## src/verilog/pwm_pkg.sv

```systemverilog
// Constants, register map and carrier types for the dual PWM block
//
// How it works
// RULE_01: Output A period is (period_reg_a + 1) instruction cycles of four clocks.
// RULE_02: Output B uses timer A, or timer B when out_b_timebase_sel is set.
// RULE_03: Timers never cascade into one 16-bit timer while a PWM output runs.
// RULE_04: duty_value is duty high byte above duty low bits 7:6.
// RULE_05: Output stays high for duty_value clock periods in each period.
// RULE_06: A duty_value of zero keeps the output low all period.
// RULE_07: Duty high equal to period gives one to four low clocks.
// RULE_08: Duty high above the period keeps the output high always.
// RULE_09: Software writes land in a holding copy, active copy untouched.
// RULE_10: At rollover holding copy moves to active copy, output forced high.
// RULE_11: Duty register reads return the active copy.
// RULE_12: Timer equal to its period clears to zero and raises its event.
// RULE_13: Each timer match sets a sticky flag that software clears.
// RULE_14: Outputs work with internal or external timer clock.
// RULE_15: External timer clock is sampled once per instruction cycle.
// RULE_16: A PWM output fed back as timer clock is used without sampling; the code samples output A once per instruction cycle, like the external clock.
// RULE_17: Software should avoid read-modify-write on duty registers.
// RULE_18: External timer clock should run far below the device clock.
// RULE_19: After reset outputs are low and all duty copies are zero.
package pwm_pkg;

   localparam int TIMER_W = 8;
   localparam int FRAC_W  = 2;
   localparam int DUTY_W  = TIMER_W + FRAC_W;

   // Instruction cycle is four clocks; last quarter index
   localparam logic [FRAC_W-1:0] Q_LAST = 2'h3;

   // Register byte offsets
   localparam logic [7:0] OFF_CTRL       = 8'h00;
   localparam logic [7:0] OFF_PERIOD_A   = 8'h04;
   localparam logic [7:0] OFF_PERIOD_B   = 8'h08;
   localparam logic [7:0] OFF_DUTY_HI_A  = 8'h0c;
   localparam logic [7:0] OFF_DUTY_LO_A  = 8'h10;
   localparam logic [7:0] OFF_DUTY_HI_B  = 8'h14;
   localparam logic [7:0] OFF_DUTY_LO_B  = 8'h18;
   localparam logic [7:0] OFF_TIMER_A    = 8'h1c;
   localparam logic [7:0] OFF_TIMER_B    = 8'h20;
   localparam logic [7:0] OFF_INT_STATUS = 8'h24;
   localparam logic [7:0] OFF_INT_MASK   = 8'h28;

   // Field positions
   localparam int LOW_FRAC_LSB = 6;
   localparam int TB_SEL_BIT   = 5;
   localparam int INT_A_BIT    = 0;
   localparam int INT_B_BIT    = 1;

   // Reset values
   localparam logic [7:0]         CTRL_RST   = 8'h00;
   localparam logic [TIMER_W-1:0] PERIOD_RST = 8'hff;

   typedef struct packed {
      logic ext_from_pwm;
      logic chain;
      logic pwm_b_en;
      logic pwm_a_en;
      logic timer_b_ext;
      logic timer_a_ext;
      logic timer_b_on;
      logic timer_a_on;
   } ctrl_t;

   typedef struct packed {
      logic [TIMER_W-1:0] high;
      logic [FRAC_W-1:0]  low;
   } duty_t;

endpackage
```

## src/verilog/dual_pwm_timer.sv

```systemverilog
// Two PWM outputs on two 8-bit timers with an APB register file
`timescale 1ns/100ps
module dual_pwm_timer
(
   // Clock and reset
   input  wire logic                   CLOCK,
   input  wire logic                   NRST,
   // APB slave
   input  wire logic                   PSEL,
   input  wire logic                   PENABLE,
   input  wire logic                   PWRITE,
   input  wire logic [7:0]             PADDR,
   input  wire logic [31:0]            PWDATA,
   output logic      [31:0]            PRDATA,
   output logic                        PREADY,
   output logic                        PSLVERR,
   // Pins
   input  wire logic                   EXT_TIMER_CLOCK_IN,
   output logic                        PWM_OUT_A,
   output logic                        PWM_OUT_B,
   // Interrupt
   output logic                        IRQ
);
   import pwm_pkg::*;

   ctrl_t              ctrl_r;
   logic [TIMER_W-1:0] per_a_r;
   logic [TIMER_W-1:0] per_b_r;
   logic [TIMER_W-1:0] cnt_a_r;
   logic [TIMER_W-1:0] cnt_b_r;
   logic [TIMER_W-1:0] cnt_a_nxt;
   logic [TIMER_W-1:0] cnt_b_nxt;
   logic               tb_sel_r;
   logic [1:0]         flag_r;
   logic [1:0]         flag_nxt;
   logic [1:0]         mask_r;
   logic [FRAC_W-1:0]  q_r;
   logic               ext_s1_r;
   logic               ext_s2_r;
   logic               ext_samp_r;
   logic               fb_prev_r;
   logic [31:0]        prdata_r;
   logic               pready_r;
   logic               pslverr_r;
   logic               irq_r;
   logic [31:0]        rd_mux;
   duty_t              active_a;
   duty_t              active_b;
   logic               pwm_a;
   logic               pwm_b;

   function automatic logic [31:0] byte_word(input logic [7:0] b);
      byte_word = {24'h000000, b};
   endfunction

   function automatic logic [31:0] low_word(input duty_t d,
                                            input logic sel);
      logic [7:0] v;
      v = '0;
      v[LOW_FRAC_LSB +: FRAC_W] = d.low; // [RULE_11]
      v[TB_SEL_BIT] = sel;
      low_word = byte_word(v);
   endfunction

   // APB decode
   wire logic setup   = PSEL && !PENABLE;
   wire logic done    = PSEL && PENABLE && pready_r;
   wire logic wr_en   = done && PWRITE;
   wire logic hit_ctl = PADDR == OFF_CTRL;
   wire logic hit_pa  = PADDR == OFF_PERIOD_A;
   wire logic hit_pb  = PADDR == OFF_PERIOD_B;
   wire logic hit_dha = PADDR == OFF_DUTY_HI_A;
   wire logic hit_dla = PADDR == OFF_DUTY_LO_A;
   wire logic hit_dhb = PADDR == OFF_DUTY_HI_B;
   wire logic hit_dlb = PADDR == OFF_DUTY_LO_B;
   wire logic hit_ta  = PADDR == OFF_TIMER_A;
   wire logic hit_tb  = PADDR == OFF_TIMER_B;
   wire logic hit_ist = PADDR == OFF_INT_STATUS;
   wire logic hit_msk = PADDR == OFF_INT_MASK;
   wire logic addr_ok = hit_ctl | hit_pa | hit_pb | hit_dha | hit_dla
                      | hit_dhb | hit_dlb | hit_ta | hit_tb | hit_ist
                      | hit_msk;

   // Instruction cycle and external clock sampling
   wire logic insn_end = q_r == Q_LAST;
   // Next quarter; a registered output must match the coming position
   wire logic [FRAC_W-1:0] q_nxt = q_r + 1'b1;
   wire logic ext_rise = insn_end && ext_s2_r && !ext_samp_r; // [RULE_15]
   // Fed-back output is already on this clock, so no sampling jitter
   wire logic fb_rise  = insn_end && pwm_a && !fb_prev_r; // [RULE_16]
   wire logic ext_tick = ctrl_r.ext_from_pwm ? fb_rise : ext_rise;

   // Cascading is refused while either output is in use
   wire logic chained  = ctrl_r.chain && !ctrl_r.pwm_a_en
                         && !ctrl_r.pwm_b_en; // [RULE_03]

   wire logic tick_a   = ctrl_r.timer_a_on
                         && (ctrl_r.timer_a_ext ? ext_tick
                                                : insn_end); // [RULE_14]
   wire logic match_a  = tick_a && cnt_a_r == per_a_r; // [RULE_12]
   wire logic tick_b   = ctrl_r.timer_b_on
                         && (chained ? match_a
                            : ctrl_r.timer_b_ext ? ext_tick
                                                 : insn_end); // [RULE_14]
   wire logic match_b  = tick_b && cnt_b_r == per_b_r; // [RULE_12]

   // Output B timebase choice
   wire logic                 roll_b  = tb_sel_r ? match_b
                                                 : match_a; // [RULE_02]
   wire logic [TIMER_W-1:0]   count_b = tb_sel_r ? cnt_b_nxt
                                                 : cnt_a_nxt; // [RULE_02]
   wire logic                 ext_b   = tb_sel_r ? ctrl_r.timer_b_ext
                                                 : ctrl_r.timer_a_ext;
   // External clocks give no sub-count, so duty falls to 8-bit steps
   // Next position, or high time would run one clock over duty_value
   wire logic [FRAC_W-1:0]    frac_a  = ctrl_r.timer_a_ext ? '0
                                                           : q_nxt; // [RULE_01]
   wire logic [FRAC_W-1:0]    frac_b  = ext_b ? '0 : q_nxt; // [RULE_05]

   // Timer next values; a software write wins over counting
   always_comb
   begin
      cnt_a_nxt = cnt_a_r;
      if (wr_en && hit_ta)
         cnt_a_nxt = PWDATA[TIMER_W-1:0];
      else if (match_a)
         cnt_a_nxt = '0; // [RULE_12] [RULE_01]
      else if (tick_a)
         cnt_a_nxt = cnt_a_r + 1'b1;
      cnt_b_nxt = cnt_b_r;
      if (wr_en && hit_tb)
         cnt_b_nxt = PWDATA[TIMER_W-1:0];
      else if (match_b)
         cnt_b_nxt = '0; // [RULE_12]
      else if (tick_b)
         cnt_b_nxt = cnt_b_r + 1'b1;
   end

   // Sticky flags: a match in the clearing cycle still sets
   always_comb
   begin
      flag_nxt = flag_r;
      if (wr_en && hit_ist)
         flag_nxt = flag_r & ~PWDATA[1:0];
      flag_nxt[INT_A_BIT] = flag_nxt[INT_A_BIT] | match_a; // [RULE_13]
      flag_nxt[INT_B_BIT] = flag_nxt[INT_B_BIT] | match_b; // [RULE_13]
   end

   // Read mux shows active duty, not the holding copy
   always_comb
   begin
      rd_mux = '0;
      case (1'b1)
         hit_ctl: rd_mux = byte_word(ctrl_r);
         hit_pa:  rd_mux = byte_word(per_a_r);
         hit_pb:  rd_mux = byte_word(per_b_r);
         hit_dha: rd_mux = byte_word(active_a.high); // [RULE_11]
         hit_dla: rd_mux = low_word(active_a, 1'b0);
         hit_dhb: rd_mux = byte_word(active_b.high); // [RULE_11]
         hit_dlb: rd_mux = low_word(active_b, tb_sel_r);
         hit_ta:  rd_mux = byte_word(cnt_a_r);
         hit_tb:  rd_mux = byte_word(cnt_b_r);
         hit_ist: rd_mux = {30'h0, flag_r};
         hit_msk: rd_mux = {30'h0, mask_r};
         default: rd_mux = '0;
      endcase
   end

   always_ff @(posedge CLOCK)
   begin
      if (!NRST)
      begin
         q_r        <= '0;
         ext_s1_r   <= 1'b0;
         ext_s2_r   <= 1'b0;
         ext_samp_r <= 1'b0;
         fb_prev_r  <= 1'b0;
      end
      else
      begin
         q_r      <= q_r + 1'b1;
         ext_s1_r <= EXT_TIMER_CLOCK_IN;
         ext_s2_r <= ext_s1_r;
         if (insn_end)
         begin
            ext_samp_r <= ext_s2_r; // [RULE_15]
            fb_prev_r  <= pwm_a;
         end
      end
   end

   always_ff @(posedge CLOCK)
   begin
      if (!NRST)
      begin
         ctrl_r   <= CTRL_RST;
         per_a_r  <= PERIOD_RST;
         per_b_r  <= PERIOD_RST;
         tb_sel_r <= 1'b0;
         mask_r   <= '0;
         cnt_a_r  <= '0;
         cnt_b_r  <= '0;
         flag_r   <= '0;
      end
      else
      begin
         cnt_a_r <= cnt_a_nxt;
         cnt_b_r <= cnt_b_nxt;
         flag_r  <= flag_nxt;
         if (wr_en && hit_ctl)
            ctrl_r <= ctrl_t'(PWDATA[7:0]);
         if (wr_en && hit_pa)
            per_a_r <= PWDATA[TIMER_W-1:0];
         if (wr_en && hit_pb)
            per_b_r <= PWDATA[TIMER_W-1:0];
         if (wr_en && hit_dlb)
            tb_sel_r <= PWDATA[TB_SEL_BIT]; // [RULE_02]
         if (wr_en && hit_msk)
            mask_r <= PWDATA[1:0];
      end
   end

   // APB answer registered in setup: zero wait states
   always_ff @(posedge CLOCK)
   begin
      if (!NRST)
      begin
         prdata_r  <= '0;
         pready_r  <= 1'b0;
         pslverr_r <= 1'b0;
         irq_r     <= 1'b0;
      end
      else
      begin
         pready_r  <= setup;
         pslverr_r <= setup && !addr_ok;
         if (setup)
            prdata_r <= PWRITE ? 32'h00000000 : rd_mux;
         irq_r <= |(flag_r & mask_r);
      end
   end

   pwm_channel #(.POS_W(DUTY_W)) u_chan_a
   (
      .clock    (CLOCK),
      .nrst     (NRST),
      .wr_high  (wr_en && hit_dha),
      .wr_low   (wr_en && hit_dla),
      .wdata    (PWDATA[7:0]),
      .enable   (ctrl_r.pwm_a_en),
      .rollover (match_a), // [RULE_01]
      .count    (cnt_a_nxt),
      .frac     (frac_a),
      .active   (active_a),
      .pwm      (pwm_a)
   );

   pwm_channel #(.POS_W(DUTY_W)) u_chan_b
   (
      .clock    (CLOCK),
      .nrst     (NRST),
      .wr_high  (wr_en && hit_dhb),
      .wr_low   (wr_en && hit_dlb),
      .wdata    (PWDATA[7:0]),
      .enable   (ctrl_r.pwm_b_en),
      .rollover (roll_b), // [RULE_02]
      .count    (count_b),
      .frac     (frac_b),
      .active   (active_b),
      .pwm      (pwm_b)
   );

   assign PRDATA    = prdata_r;
   assign PREADY    = pready_r;
   assign PSLVERR   = pslverr_r;
   assign PWM_OUT_A = pwm_a;
   assign PWM_OUT_B = pwm_b;
   assign IRQ       = irq_r;
endmodule // dual_pwm_timer

```

## src/verilog/pwm_channel.sv

```systemverilog
// One PWM output: double-buffered duty and position-to-duty compare
`timescale 1ns/100ps
module pwm_channel
#(
   parameter int POS_W = pwm_pkg::DUTY_W
)
(
   // Clock and reset
   input  wire logic                        clock,
   input  wire logic                        nrst,
   // Software writes
   input  wire logic                        wr_high,
   input  wire logic                        wr_low,
   input  wire logic [7:0]                  wdata,
   // Timebase
   input  wire logic                        enable,
   input  wire logic                        rollover,
   input  wire logic [pwm_pkg::TIMER_W-1:0] count,
   input  wire logic [pwm_pkg::FRAC_W-1:0]  frac,
   // Results
   output pwm_pkg::duty_t                   active,
   output logic                             pwm
);
   import pwm_pkg::*;

   if (POS_W != TIMER_W + FRAC_W)
   begin : g_bad_width
      $error("pwm_channel: POS_W must equal timer plus fraction width");
   end

   duty_t master_r;
   duty_t master_nxt;
   duty_t slave_r;
   logic  pwm_r;

   // Position of the coming cycle, so the output lines up with it
   wire logic [POS_W-1:0] position = {count, frac};
   wire logic             below    = position < slave_r; // [RULE_05] [RULE_07]

   // Writes touch only the holding copy
   always_comb
   begin
      master_nxt = master_r;
      if (wr_high)
         master_nxt.high = wdata; // [RULE_04] [RULE_09]
      if (wr_low)
         master_nxt.low = wdata[LOW_FRAC_LSB +: FRAC_W]; // [RULE_04]
   end

   always_ff @(posedge clock)
   begin
      if (!nrst)
      begin
         master_r <= '0; // [RULE_19]
         slave_r  <= '0;
         pwm_r    <= 1'b0;
      end
      else
      begin
         master_r <= master_nxt;
         if (rollover)
            slave_r <= master_nxt; // [RULE_10]
         // Zero duty never rises, even on the forced edge
         if (!enable)
            pwm_r <= 1'b0; // [RULE_19]
         else if (rollover)
            pwm_r <= master_nxt != '0; // [RULE_10] [RULE_06]
         else
            pwm_r <= below; // [RULE_05] [RULE_08]
      end
   end

   assign active = slave_r;
   assign pwm    = pwm_r;
endmodule // pwm_channel

```

## config.mk

```make
export PLATFORM = sky130hd
export DESIGN_NAME = dual_pwm_timer
export DESIGN_NICKNAME = d
export VERILOG_FILES = /design/src/verilog/pwm_pkg.sv /design/src/verilog/dual_pwm_timer.sv /design/src/verilog/pwm_channel.sv
export SDC_FILE = /design/constraint.sdc
export NUM_CORES = 1
export LEC_CHECK = 0
export ABC_AREA = 1
export BUFFER_PORTS_ARGS = -buffer_cell sky130_fd_sc_hd__buf_2
export CORE_AREA = 2 2 104 157
export DETAILED_ROUTE_END_ITERATION = 16
export DIE_AREA = 0 0 106 159
export GPL_TIMING_DRIVEN = 0
export PLACE_DENSITY = 0.69
export SYNTH_ARGS = -nofsm -noshare
export SYNTH_HDL_FRONTEND = slang
export SYNTH_SLANG_ARGS = --single-unit
```

## constraint.sdc

```tcl
create_clock -name CLOCK -period 4.04 [get_ports CLOCK]
set_input_delay 0 -clock CLOCK [delete_from_list [all_inputs] [get_ports CLOCK]]
set_output_delay 0 -clock CLOCK [all_outputs]
set_load 0.005 [all_outputs]
```

# Word level (Yosys, flattened, before mapping)
# Cells that the tools add are included.
[totals] regBits=128 in_bits=46 output_inout_bits=37 elab_cells=139
[op_classes] addsub=3 order_cmp=2 n_eq_ne=13 n_mux=34 bitwise=15 reduce_logical=38
[ops] op="8-bit two-way mux" count=18
[ops] op="8-bit by 5-bit equality test with 1-bit output, second input constant" count=4
[ops] op="32-bit two-way mux" count=1
[ops] op="1-bit logical AND" count=26
[ops] op="8-bit by 6-bit equality test with 1-bit output, second input constant" count=3
[ops] op="10-bit less-than comparator" count=2
[ops] op="10-bit nonzero test" count=2
[ops] op="8-bit by 1-bit adder with 8-bit output, second input constant" count=2
[ops] op="8-bit by 4-bit equality test with 1-bit output, second input constant" count=2
[ops] op="8-bit equality test" count=2
[ops] op="2-bit two-way mux" count=7
[ops] op="1-bit OR" count=12
[ops] op="8-bit by 3-bit equality test with 1-bit output, second input constant" count=1
[ops] op="8-bit logical NOT" count=1
[ops] op="1-bit two-way mux" count=8
[ops] op="1-bit logical NOT" count=6
[ops] op="2-bit AND" count=2
[ops] op="2-bit AND reduction" count=2
[ops] op="2-bit by 1-bit adder with 2-bit output, second input constant" count=1
[ops] op="2-bit equality test, second input constant" count=1
[ops] op="2-bit inverter" count=1
[ops] op="2-bit OR reduction" count=1

# Depth between registers and ports, before layout
# Gate-level depths: netlist of run 1.
[depth] ltp_word=15 ltp_mapped=22 depth_no_buf=22

# Modules after synthesis
# From an unflattened synthesis of run 1, not the netlist that was laid out.
[unflattened] cells_unflattened=975 area_unflattened_um2=6358.6
[by_module_without_submodules] module="dual_pwm_timer" n_inst=1 cells_per_inst=647 area_each_um2=4156.5
[by_module_without_submodules] module="pwm_channel" n_inst=2 cells_per_inst=164 area_each_um2=1101.1

# Worst setup path before layout of run 1
# OpenSTA, ideal clock, no wires.
[synth_path] path_kind="register to register" from="reg q_r[0]" to="reg u_chan_b.pwm_r, in the netlist u_chan_b.pwm" setup_time_ns=0.113 t_arrival_ns=2.464 required_time_ns=3.927 slack_ns=1.463 stages_incl_launch_ff=23 path_cell_list="dfxtp_1 ha_1 nand2_1 inv_1 nand2_1 nand3_2 nand2_2 inv_4 nand2_4 nand2_4 nand2_1 nand2_1 nand3_1 nand2_1 nand3_1 nand2_1 ha_1 nand2_1 o21a_1 o221ai_1 a21oi_1 nor2_1 nor2_1"
[synth_via] elab_chain_len=15 word_cells_on_any_way=25 classes_between="add/sub: 1; order compare: 1; eq/ne: 1; mux: 14; reduce/logical: 8"
[synth_lines] element="start, declared" line_no="dual_pwm_timer.sv:37" source="logic [FRAC_W-1:0] q_r;"
[synth_lines] element="start signal, assigned" line_no="dual_pwm_timer.sv:181" source="q_r <= q_r + 1'b1;"
[synth_lines] element="2-bit equality test" line_no="dual_pwm_timer.sv:85" source="wire logic insn_end = q_r == Q_LAST;"
[synth_lines] element="1-bit logical AND, on equally long branches (2 in a row)" line_no="dual_pwm_timer.sv:88, dual_pwm_timer.sv:90"
[synth_lines] element="1-bit two-way mux" line_no="dual_pwm_timer.sv:91" source="wire logic ext_tick = ctrl_r.ext_from_pwm ? fb_rise : ext_rise;"
[synth_lines] element="1-bit two-way mux" line_no="dual_pwm_timer.sv:98" source="&& (ctrl_r.timer_a_ext ? ext_tick"
[synth_lines] element="1-bit logical AND" line_no="dual_pwm_timer.sv:98"
[synth_lines] element="1-bit logical AND" line_no="dual_pwm_timer.sv:100" source="wire logic match_a = tick_a && cnt_a_r == per_a_r;"
[synth_lines] element="1-bit two-way mux" line_no="dual_pwm_timer.sv:102" source="&& (chained ? match_a"
[synth_lines] element="1-bit logical AND" line_no="dual_pwm_timer.sv:102"
[synth_lines] element="8-bit two-way mux or 1-bit logical AND (tied branches)" line_no="dual_pwm_timer.sv:135, dual_pwm_timer.sv:105"
[synth_lines] element="8-bit two-way mux" line_no="dual_pwm_timer.sv:133" source="else if (match_b)"
[synth_lines] element="8-bit two-way mux" line_no="dual_pwm_timer.sv:131" source="if (wr_en && hit_tb)"
[synth_lines] element="8-bit two-way mux" line_no="dual_pwm_timer.sv:110" source="wire logic [TIMER_W-1:0] count_b = tb_sel_r ? cnt_b_nxt"
[synth_lines] element="10-bit less-than comparator" line_no="pwm_channel.sv:38" source="wire logic below = position < slave_r;"
[synth_lines] element="1-bit two-way mux (*)" line_no="pwm_channel.sv:66" source="else if (rollover)"
[synth_lines] element="end signal, assigned" line_no="pwm_channel.sv:69" source="pwm_r <= below;"
[synth_lines] element="end, declared" line_no="pwm_channel.sv:34" source="logic pwm_r;"
# Mark *: on every way between the ends. The rest lies on a longest branch, timed or not.
# A chain may end at the register's enable or synchronous reset.

# Worst setup path after layout of run 1
[layout_path] from="reg q_r[0]" to="reg u_chan_b.pwm_r, in the netlist u_chan_b.pwm"
[layout_via] word_cells_on_any_way=25 classes_between="add/sub: 1; order compare: 1; eq/ne: 1; mux: 14; reduce/logical: 8"
[layout_lines] element="2-bit equality test (*)" line_no="dual_pwm_timer.sv:85"
[layout_lines] element="1-bit logical AND, on equally long branches (2 in a row)" line_no="dual_pwm_timer.sv:88, dual_pwm_timer.sv:90"
[layout_lines] element="1-bit two-way mux" line_no="dual_pwm_timer.sv:91"
[layout_lines] element="1-bit two-way mux (*)" line_no="dual_pwm_timer.sv:98"
[layout_lines] element="1-bit logical AND (*)" line_no="dual_pwm_timer.sv:98"
[layout_lines] element="8-bit two-way mux or 1-bit logical AND (tied branches)" line_no="dual_pwm_timer.sv:128, dual_pwm_timer.sv:100"
[layout_lines] element="8-bit two-way mux (*)" line_no="dual_pwm_timer.sv:126" source="else if (match_a)"
[layout_lines] element="8-bit two-way mux (*)" line_no="dual_pwm_timer.sv:124" source="if (wr_en && hit_ta)"
[layout_lines] element="net cnt_a_nxt[1]" line_no="dual_pwm_timer.sv:31" source="logic [TIMER_W-1:0] cnt_a_nxt;"
[layout_lines] element="8-bit two-way mux (*)" line_no="dual_pwm_timer.sv:110"
[layout_lines] element="10-bit less-than comparator (*)" line_no="pwm_channel.sv:38"
[layout_lines] element="1-bit two-way mux (*)" line_no="pwm_channel.sv:66"
# Mark *: on every way through the listed nets, which the timed path passes. The rest lies on a longest branch.

==> results.toml, run 1 <==
[run_status]
status = "finished, final reports clean"

[floorplan]
initial_core_util_pct = 39.35
dieHeight_um = 159
core_mm2 = 0.01548
die_area_mm2 = 0.01685
ioPinCount = 83
fp.dieW_um = 106
rows = 56

[sta]
skew_ps = 12.79
rsz0062_at_grt = "false"
finalHoldViolCount = 0
slew_viol_final = 0
final.period_utilization_pct = 83.68
tightest_slew_ps = 745.7
whs_ps = 10.57
setup_ws_ps = 659.1
setup_viol = 0
min_period_ps = 3381
setup_tns_ps = 0
slew_headroom_pct = 50.28
max_freq_mhz = 295.8

[synthesis]
synthCells = 925
yosysUniqueCellTypes = 42
ys_top_cells_by_area = "dfxtp_1, nand2_1, inv_1, nor2_1, a21oi_1"
yosysTopAreaCellShare_pct = 34.17
synth_seq_cells = 104
syn_avg_cell_area_um2 = 6.587
yosys.area.top_type = "dfxtp_1"
synth_warnings = 0
synthesis.area_mm2 = 0.006093
ys_seq_area_share_pct = 34.17

[detailed_routing]
viasPerCell = 5.145
firstDrtPassIters = 6
drtIter0Drc = 406
drc_errors = 0
routed_wl_um = 20470
ant_nets = 0
wl_per_cell_um = 17.01
via_count = 6190

[global_routing]
grt_usage_pct = 24.43
use_met1_pct = 26.27
use_met2_pct = 42.26
grt_overflow = 0
grt-busiest-layer = "met2"
grt_pass1_vias = 5807
grt_pass1_wl_um = 31120
grt_start_max_net_pins = 22
grtUsageMet3_pct = 3.602
antenna_found_initial = 0

[clocking]
cts_inserted_buffers = 9
clock-sinks = 104
cts_resized = 0
cts_root_buf = "clkbuf_16"
insertion_delay_ps = 360
cts_max_level = 3
cts.clk_slew.worst_paths_ps = 80
cts_tree = "yes"
clockBufferDepth = 2

[critical_path]
critical_path_required_ps = 4330
crit_path_end_kind = "flip-flop"
cp_max_fo = 7
critical_path_class = "reg2reg"
crit_arrival_ps = 3670
worst_setup_path_start_kind = "flip-flop"

[placed_design]
place.gp.congestion = 0.9757
dpl.hpwl_um = 16030
io_buffers = 33
dpl_worst_slack_ps = 752.9

[power]
peakVddDrop_uv = 266.1
p_total_mw = 2.080
leakage_nw = 3.250
power-per-cell-area_mw_per_mm2 = 299.7

[final_layout]
diodes = 0
drive_gt1_share_pct = 11.00
fin_nets = 1062
area_delta_synth_final_pct = 13.88

[run]
maxCapViolations = 0

[hold_path]
min_path_type = "in2reg"
==> cell families after synthesis <==
group	share of synthesized area (%)
AND/OR/NAND/NOR	31.66
buffers and inverters	12.14
AO/OA/AOI/OAI	15.07
flip-flops	34.17
adder cells (fa/ha/maj)	4.312
XOR/XNOR	2.587
other	0.06154
==> placed cells by master, fill, tap and decap left out, types with 2 or more instances in the layout <==
| master | synthesis | layout |
|---|---|---|
| o21a_1 | 8 | 8 |
| nand4_1 | 9 | 9 |
| conb_1 | 1 | 24 |
| dlygate4sd3_1 | 0 | 3 |
| nand2_1 | 249 | 249 |
| and2_1 | 6 | 6 |
| inv_1 | 109 | 109 |
| inv_2 | 7 | 7 |
| o21bai_1 | 3 | 3 |
| a21oi_1 | 67 | 67 |
| nand3_1 | 58 | 58 |
| ha_1 | 21 | 21 |
| dfxtp_1 | 104 | 104 |
| nand2_4 | 2 | 2 |
| o221ai_1 | 2 | 2 |
| xor2_1 | 17 | 17 |
| clkinv_8 | 0 | 3 |
| o21ai_0 | 45 | 45 |
| o211ai_1 | 20 | 20 |
| o21ai_1 | 6 | 6 |
| clkinv_1 | 2 | 2 |
| nor3_1 | 10 | 10 |
| nor4_1 | 2 | 2 |
| buf_4 | 24 | 24 |
| nor2_1 | 102 | 102 |
| clkbuf_1 | 15 | 15 |
| clkbuf_16 | 0 | 9 |
| o22ai_1 | 3 | 3 |
| buf_2 | 7 | 40 |
| nand3_2 | 2 | 2 |
| nor2_2 | 6 | 6 |
| buf_1 | 2 | 2 |
| nor2_4 | 4 | 4 |
==> area by class of cell <==
class	count	area [um^2]
multi-input combinational	676	3358
timing repair buffer	36	195.2
fill	1645	8546
clock buffer	9	225.2
sequential	104	2082
buffer	49	290.3
tap	203	254.0
clock inverter	7	85.08
inverter	119	449.2
==> critical path: stages, from the launching register on <==
cell	delay [ps]
dfxtp_1	350
ha_1	280
nand2_1	100
inv_1	40
nand2_1	90
nand3_2	80
nand2_2	180
inv_4	80
nand2_4	160
inv_1	120
nor2_2	240
o211ai_1	160
o21ai_1	300
nand2_1	90
nand2_1	90
ha_1	240
a21oi_1	150
o21a_1	130
o221ai_1	110
a21oi_1	130
nor2_1	60
nor2_1	130
==> cells in the mapped netlist <==
| master | n |
|---|---|
| nand2_1 | 249 |
| inv_1 | 109 |
| dfxtp_1 | 104 |
| nor2_1 | 102 |
| a21oi_1 | 67 |
| nand3_1 | 58 |
| o21ai_0 | 45 |
| buf_4 | 24 |
| ha_1 | 21 |
| o211ai_1 | 20 |
| xor2_1 | 17 |
| clkbuf_1 | 15 |
| nor3_1 | 10 |
| nand4_1 | 9 |
| o21a_1 | 8 |
| buf_2 | 7 |
| inv_2 | 7 |
| and2_1 | 6 |
| nor2_2 | 6 |
| o21ai_1 | 6 |
| nor2_4 | 4 |
| o21bai_1 | 3 |
| o22ai_1 | 3 |
| buf_1 | 2 |
| clkinv_1 | 2 |
| nand2_4 | 2 |
| nand3_2 | 2 |
| nor4_1 | 2 |
| o221ai_1 | 2 |
| a21o_1 | 1 |
| a21oi_2 | 1 |
| a21oi_4 | 1 |
| buf_6 | 1 |
| conb_1 | 1 |
| inv_4 | 1 |
| nand2_2 | 1 |
| nand3_4 | 1 |
| nor3_2 | 1 |
| o21bai_4 | 1 |
| o31ai_1 | 1 |
| or2_2 | 1 |
| xnor2_1 | 1 |
==> sequential cells by signal, summed over array words and instances (netlist names), 2 cells and up <==
name,count
per_a_r,8
cnt_b_r,8
q_r,2
ctrl_r,8
u_chan_b.active,10
per_b_r,8
mask_r,2
PRDATA,8
flag_r,2
u_chan_b.master_r,10
u_chan_a.master_r,10
cnt_a_r,8
u_chan_a.active,10
==> stage by stage <==
| stage | instance area (um^2) | util (%) | std cells |
|---|---|---|---|
| 3_3_place_gp | 6599 | 42.61 | 1184 |
| 3_5_place_dp | 6599 | 42.61 | 1184 |
| 6_report | 6939 | 44.81 | 1203 |
| 5_1_grt | 6939 | 44.81 | 1203 |
| 4_1_cts | 6939 | 44.81 | 1203 |
| 2_1_floorplan | 6180 | - | 948 |
==> path summary, 6_finish.rpt <==
| check | slack, ps | from | to | cells after the start |
|---|---|---|---|---|
| max | 660 | q_r[0] | u_chan_b.pwm | 21 |
| min | 10 | PWDATA[3] | u_chan_b.master_r[5] | 3 |
| max reg2reg | 660 | q_r[0] | u_chan_b.pwm | 21 |
| min reg2reg | 420 | ext_s1_r | ext_s2_r | 2 |
==> power by group <==
group          switching [mW]  total (mW)  internal, mW
logic                  0.0912       0.135        0.0438
clock network           0.472       0.915         0.443
registers             0.00209        1.03          1.03
total                   0.565        2.08          1.51
==> timing repair <==
action / CTS / global route
hold endpoints to repair: 3 / 0
setup buffers: 0 / 0
hold buffers: 3 / 0
==> routing by layer <==
layer | vias to the layer above | wire length (um)
met5 | - | 0
met4 | 0 | 1762
met3 | 99 | 1105
met2 | 255 | 9979
met1 | 2777 | 7621
li1 | 3059 | -
Power figures use the tool's default switching activity.
==> run 2: changes to the inputs <==
Clock period 4.04 ns to 3.43 ns, I/O delays scaled along.
==> run 2 against run 1 <==
Effect of this change: sequential power increased by 17%; fmax increased by 2.6%; wire length about the same; count of clock-buffer cells in the layout unchanged; non-clock buffer count unchanged; critical path type unchanged; largest cell class unchanged; highest routed layer unchanged.
==> results.toml, run 2 (same netlist as run 1, synthesis figures left out) <==
[run_status]
status = "finished, final reports clean"

[clocking]
clock-sinks = 104
clockBufferDepth = 2
cts.clk_slew.worst_paths_ps = 80
cts_tree = "yes"
cts_setup_buffers = 0
cts_max_level = 3
cts_inserted_buffers = 9
cts_root_buf = "clkbuf_16"
insertion_delay_ps = 360

[critical_path]
critical_path_class = "reg2reg"
reg2reg_depth = 15
cp_max_fo = 8
critical-path-top-delay-family = "simple AND/OR/NAND/NOR gates"
critical_path_required_ps = 3720
crit_slowest_cell = "o21ai_1"
worst-path-buf-inv = 2
r2r_setup_slack_ps = 130
crit_path_end_kind = "flip-flop"
cp_num_cells = 15
crit_top_cell = "nor2_1"
crit_arrival_ps = 3590
worst_setup_path_start_kind = "flip-flop"
slowest_delay_ps = 410
r2r_end = "u_chan_b.pwm"
crit_chain = "nand3_1 > nor2_1 > inv_1 > nor2_1 > inv_1 > o21ai_1 > nand2_1 > nand2_1 > ha_1 > a21oi_1 > o21a_1 > o221ai_1 > a21oi_1 > nor2_1 > nor2_1"
worstReg2RegStart = "PREADY"

[final_layout]
layout_common_cells = "nand2_1, inv_1, dfxtp_1"
area_delta_synth_final_pct = 14.07
fin_nets = 1062
diodes = 0
drive_gt1_share_pct = 11.20
fill_cells = 1643
final_common_cell = "nand2_1"
final_area_mm2 = 0.006950

[sta]
finalHoldViolCount = 0
whs_ps = 0.8118
setup_viol = 0
tightest_slew_ps = 730.7
max_freq_mhz = 303.4
setup_ws_ps = 134.3
slew_viol_final = 0
slew_headroom_pct = 51.29
skew_ps = 10.63
min_period_ps = 3296
final.period_utilization_pct = 96.08

[hold_path]
hold_end = "u_chan_b.master_r[5]"
min_path_cells = 3
min_path_type = "in2reg"
min_from = "PWDATA[3]"

[floorplan]
rows = 56
dieHeight_um = 159
initial_core_util_pct = 39.35
ioPinCount = 83
core_mm2 = 0.01548
fp.dieW_um = 106
die_area_mm2 = 0.01685

[global_routing]
grt_pass1_vias = 5807
grt_usage_pct = 24.43
grt_overflow = 0
grt_start_max_net_pins = 22
grt_pass1_wl_um = 31120
antenna_found_initial = 0

[detailed_routing]
viasPerCell = 5.121
via_count = 6160
drc_errors = 0
wl_per_cell_um = 17.00
drtIter0Drc = 372
ant_nets = 0
routed_wl_um = 20460
firstDrtPassIters = 5

[placed_design]
dpl_worst_slack_ps = 142.9
dpl.hpwl_um = 16030
place.gp.congestion = 0.9757
io_buffers = 33
placed_area_mm2 = 0.006599

[power]
leakage_nw = 3.254
peakVddDrop_uv = 315.3
power-per-cell-area_mw_per_mm2 = 352.7

[run]
maxCapViolations = 0
## run 2: through the flow
step / std cells / TNS (ps) / total power, mW / util (%)
after global placement: 1184 / 0 / 1.393 / 42.61
after global routing: 1203 / -10.90 / 2.508 / 44.89
after floorplan: 948 / 0 / 1.331 / -
final: 1203 / 0 / 2.452 / 44.89
after CTS: 1203 / 0 / 2.443 / 44.81
after detailed placement: 1184 / 0 / 1.394 / 42.61
## run 2: how the worst max path moves through the flow
stage,slack [ps],to,start
floorplan,850,u_chan_b.pwm,q_r[0]
global placement,120,u_chan_b.pwm,q_r[0]
detailed placement,140,u_chan_b.pwm,q_r[0]
CTS,120,u_chan_b.pwm,q_r[0]
global route,-10,u_chan_b.pwm,PREADY
finish,130,u_chan_b.pwm,PREADY
## run 2: repair_timing
action	4_1_cts	5_1_grt
hold buffers	3	0
endpoints found under the hold margin	3	0
resized for setup	0	3
setup endpoints to repair	0	2
## run 2: area by class of cell
| type | instances | area [um^2] | share of cell area (%) |
|---|---|---|---|
| buffer | 49 | 290.3 | 4.176 |
| clock buffer | 9 | 225.2 | 3.240 |
| clock inverter | 7 | 85.08 | 1.224 |
| inverter | 119 | 449.2 | 6.463 |
| multi-input combinational | 676 | 3369 | 48.48 |
| sequential | 104 | 2082 | 29.96 |
| tap | 203 | 254.0 | 3.654 |
| timing repair buffer | 36 | 195.2 | 2.808 |
## run 2: worst register-to-register path: cells and delay by family, from the launching register on
family,cells,cell delay (ps)
compound gates,5,940
fa+ha+maj,1,240
buf+inv,2,470
flops,1,350
simple gates,7,1230
## run 2: layer usage
metal	wire length, um	global-route usage (%)	vias to the layer above	part of all wire, %
met2	10010	42.26	269	49
met1	7545	26.27	2738	37
met5	0	0	-	0
li1	-	-	3063	-
met3	1175	3.602	90	5.7
met4	1723	19.08	0	8.4
## run 2: power breakdown
group | internal, mW | leakage [nW] | switching (mW) | total (mW)
Clock | 0.522 | 0.146 | 0.558 | 1.08
Sequential | 1.21 | 0.839 | 0.00244 | 1.21
Combinational | 0.0515 | 2.27 | 0.107 | 0.159
==> run 3: changes to the inputs <==
Settings changed: CORE_AREA 2 2 104 157 to 2 2 118 177, DIE_AREA 0 0 106 159 to 0 0 120 179, PLACE_DENSITY 0.69 to 0.56.
==> run 3 against run 2 <==
Effect of this change: critical path depth rose by 1; largest power group unchanged; flip-flop and latch count stayed put; global-route usage decreased by 3.8 points; highest routed layer unchanged; sequential power hardly changed; critical path type unchanged; fmax up 5.5%.
==> results.toml, run 3 (same netlist as run 1, synthesis figures left out) <==
[run_status]
status = "finished, final reports clean"

[sta]
setup_tns_ps = 0
slew_viol_final = 0
min_period_ps = 3124
finalHoldViolCount = 0
final.period_utilization_pct = 91.08
skew_ps = 11.53
rsz0062_at_grt = "false"
slew_headroom_pct = 50.14
max_freq_mhz = 320.1
setup_viol = 0
tightest_slew_ps = 747.9

[final_layout]
final_common_cell = "nand2_1"
drive_gt1_share_pct = 11.85
diodes = 0
fin_cells = 1268
fin_nets = 1067
area_delta_synth_final_pct = 16.00
layout_common_cells = "nand2_1, inv_1, dfxtp_1"
fill_cells = 2231

[detailed_routing]
drc_errors = 0
wl_per_cell_um = 16.96
firstDrtPassIters = 5
routed_wl_um = 21500
via_count = 6103
ant_nets = 0
drtIter0Drc = 380
viasPerCell = 4.813

[clocking]
clock-sinks = 104
cts_tree = "yes"
cts_root_buf = "clkbuf_16"
cts.clk_slew.worst_paths_ps = 70
cts_max_level = 3
cts_inserted_buffers = 9
clockBufferDepth = 2
insertion_delay_ps = 360

[global_routing]
grt_start_max_net_pins = 17
grt_usage_pct = 20.60
grt_overflow = 0
grt_pass1_wl_um = 32780
grt_pass1_vias = 5810
antenna_found_initial = 0

[floorplan]
fp.dieW_um = 120
dieHeight_um = 179
initial_core_util_pct = 30.32
ioPinCount = 83
core_mm2 = 0.02010
rows = 64
die_area_mm2 = 0.02148

[critical_path]
crit_slowest_cell = "nor2_1"
cp_max_fo = 10
critical_path_class = "reg2reg"
crit_path_end_kind = "flip-flop"
slowest_delay_ps = 550
crit_top_cell = "nor2_1"
worst_setup_path_start_kind = "flip-flop"
worst-path-buf-inv = 3
critical_path_required_ps = 3730
crit_chain = "nand3_1 > nor2_1 > inv_1 > nor2_1 > inv_2 > buf_2 > nand2_1 > nand3_1 > nand2_1 > ha_1 > a21oi_1 > o21a_1 > o221ai_1 > a21oi_1 > nor2_1 > nor2_1"
crit_arrival_ps = 3420
critical-path-top-delay-family = "simple AND/OR/NAND/NOR gates"

[power]
power-per-cell-area_mw_per_mm2 = 337.9
peakVddDrop_uv = 202.1
leakage_nw = 3.279

[placed_design]
place.gp.congestion = 0.9601
io_buffers = 33
placed_cells = 1245
dpl.hpwl_um = 16980

[run]
maxCapViolations = 0

[hold_path]
min_path_type = "in2reg"
## run 3: path summary, 6_finish.rpt
check	start	endpoint	slack, ps	depth (start not counted)
worst max-delay path	PREADY	u_chan_b.pwm	310	16
worst min-delay path	PWDATA[2]	u_chan_b.master_r[4]	10	3
worst max register to register	PREADY	u_chan_b.pwm	310	16
worst min register to register	ext_s1_r	ext_s2_r	410	2
## run 3: report_power, final
part	leakage, nW	internal (mW)	switching (mW)
registers	0.839	1.21	0.00315
logic	2.30	0.0534	0.112
clock network	0.142	0.530	0.479
## run 3: final cells by class
| cell class | instances | area, um^2 | share of cell area [%] |
|---|---|---|---|
| buffer | 49 | 290.3 | 4.107 |
| clock inverter | 4 | 27.53 | 0.3894 |
| sequential | 104 | 2082 | 29.46 |
| clock buffer | 11 | 252.7 | 3.576 |
| timing repair buffer | 41 | 245.2 | 3.470 |
| multi-input combinational | 676 | 3391 | 47.97 |
| tap | 264 | 330.3 | 4.673 |
| inverter | 119 | 449.2 | 6.355 |
## run 3: layer usage
metal  track usage, %  routed length [um]
met1            21.89                8029
met4            17.25                2017
met5                0                   0
met3            2.735                1073
met2            35.98               10380
## run 3: tightest hold or removal path, stage by stage
cell and delay [ps]:
buf_2 130, nand3_1 110, a21oi_1 70
## run 3: timing repair
action | 4_1_cts | 5_1_grt
pin swaps | 0 | 2
hold buffers | 3 | 0
resized for setup | 1 | 6
hold endpoints to repair | 3 | 0
setup buffers | 0 | 5
gates cloned | 0 | 0
setup endpoints to repair | 1 | 2
## run 3: metrics by stage
step | utilization (%) | cell area [um^2] | hold slack (ps) | power, mW | setup slack (ps)
CTS | 34.79 | 6992 | 4.948 | 2.401 | 6.798
detailed placement | 33.21 | 6675 | 197.9 | 1.399 | 2.146
global placement | 33.21 | 6675 | 191.4 | 1.399 | 10.16
finish | 35.17 | 7068 | 10.19 | 2.388 | 306.0
global route | 35.17 | 7068 | 32.08 | 2.471 | 21.68
floorplan | - | 6180 | 97.63 | 1.331 | 853.4
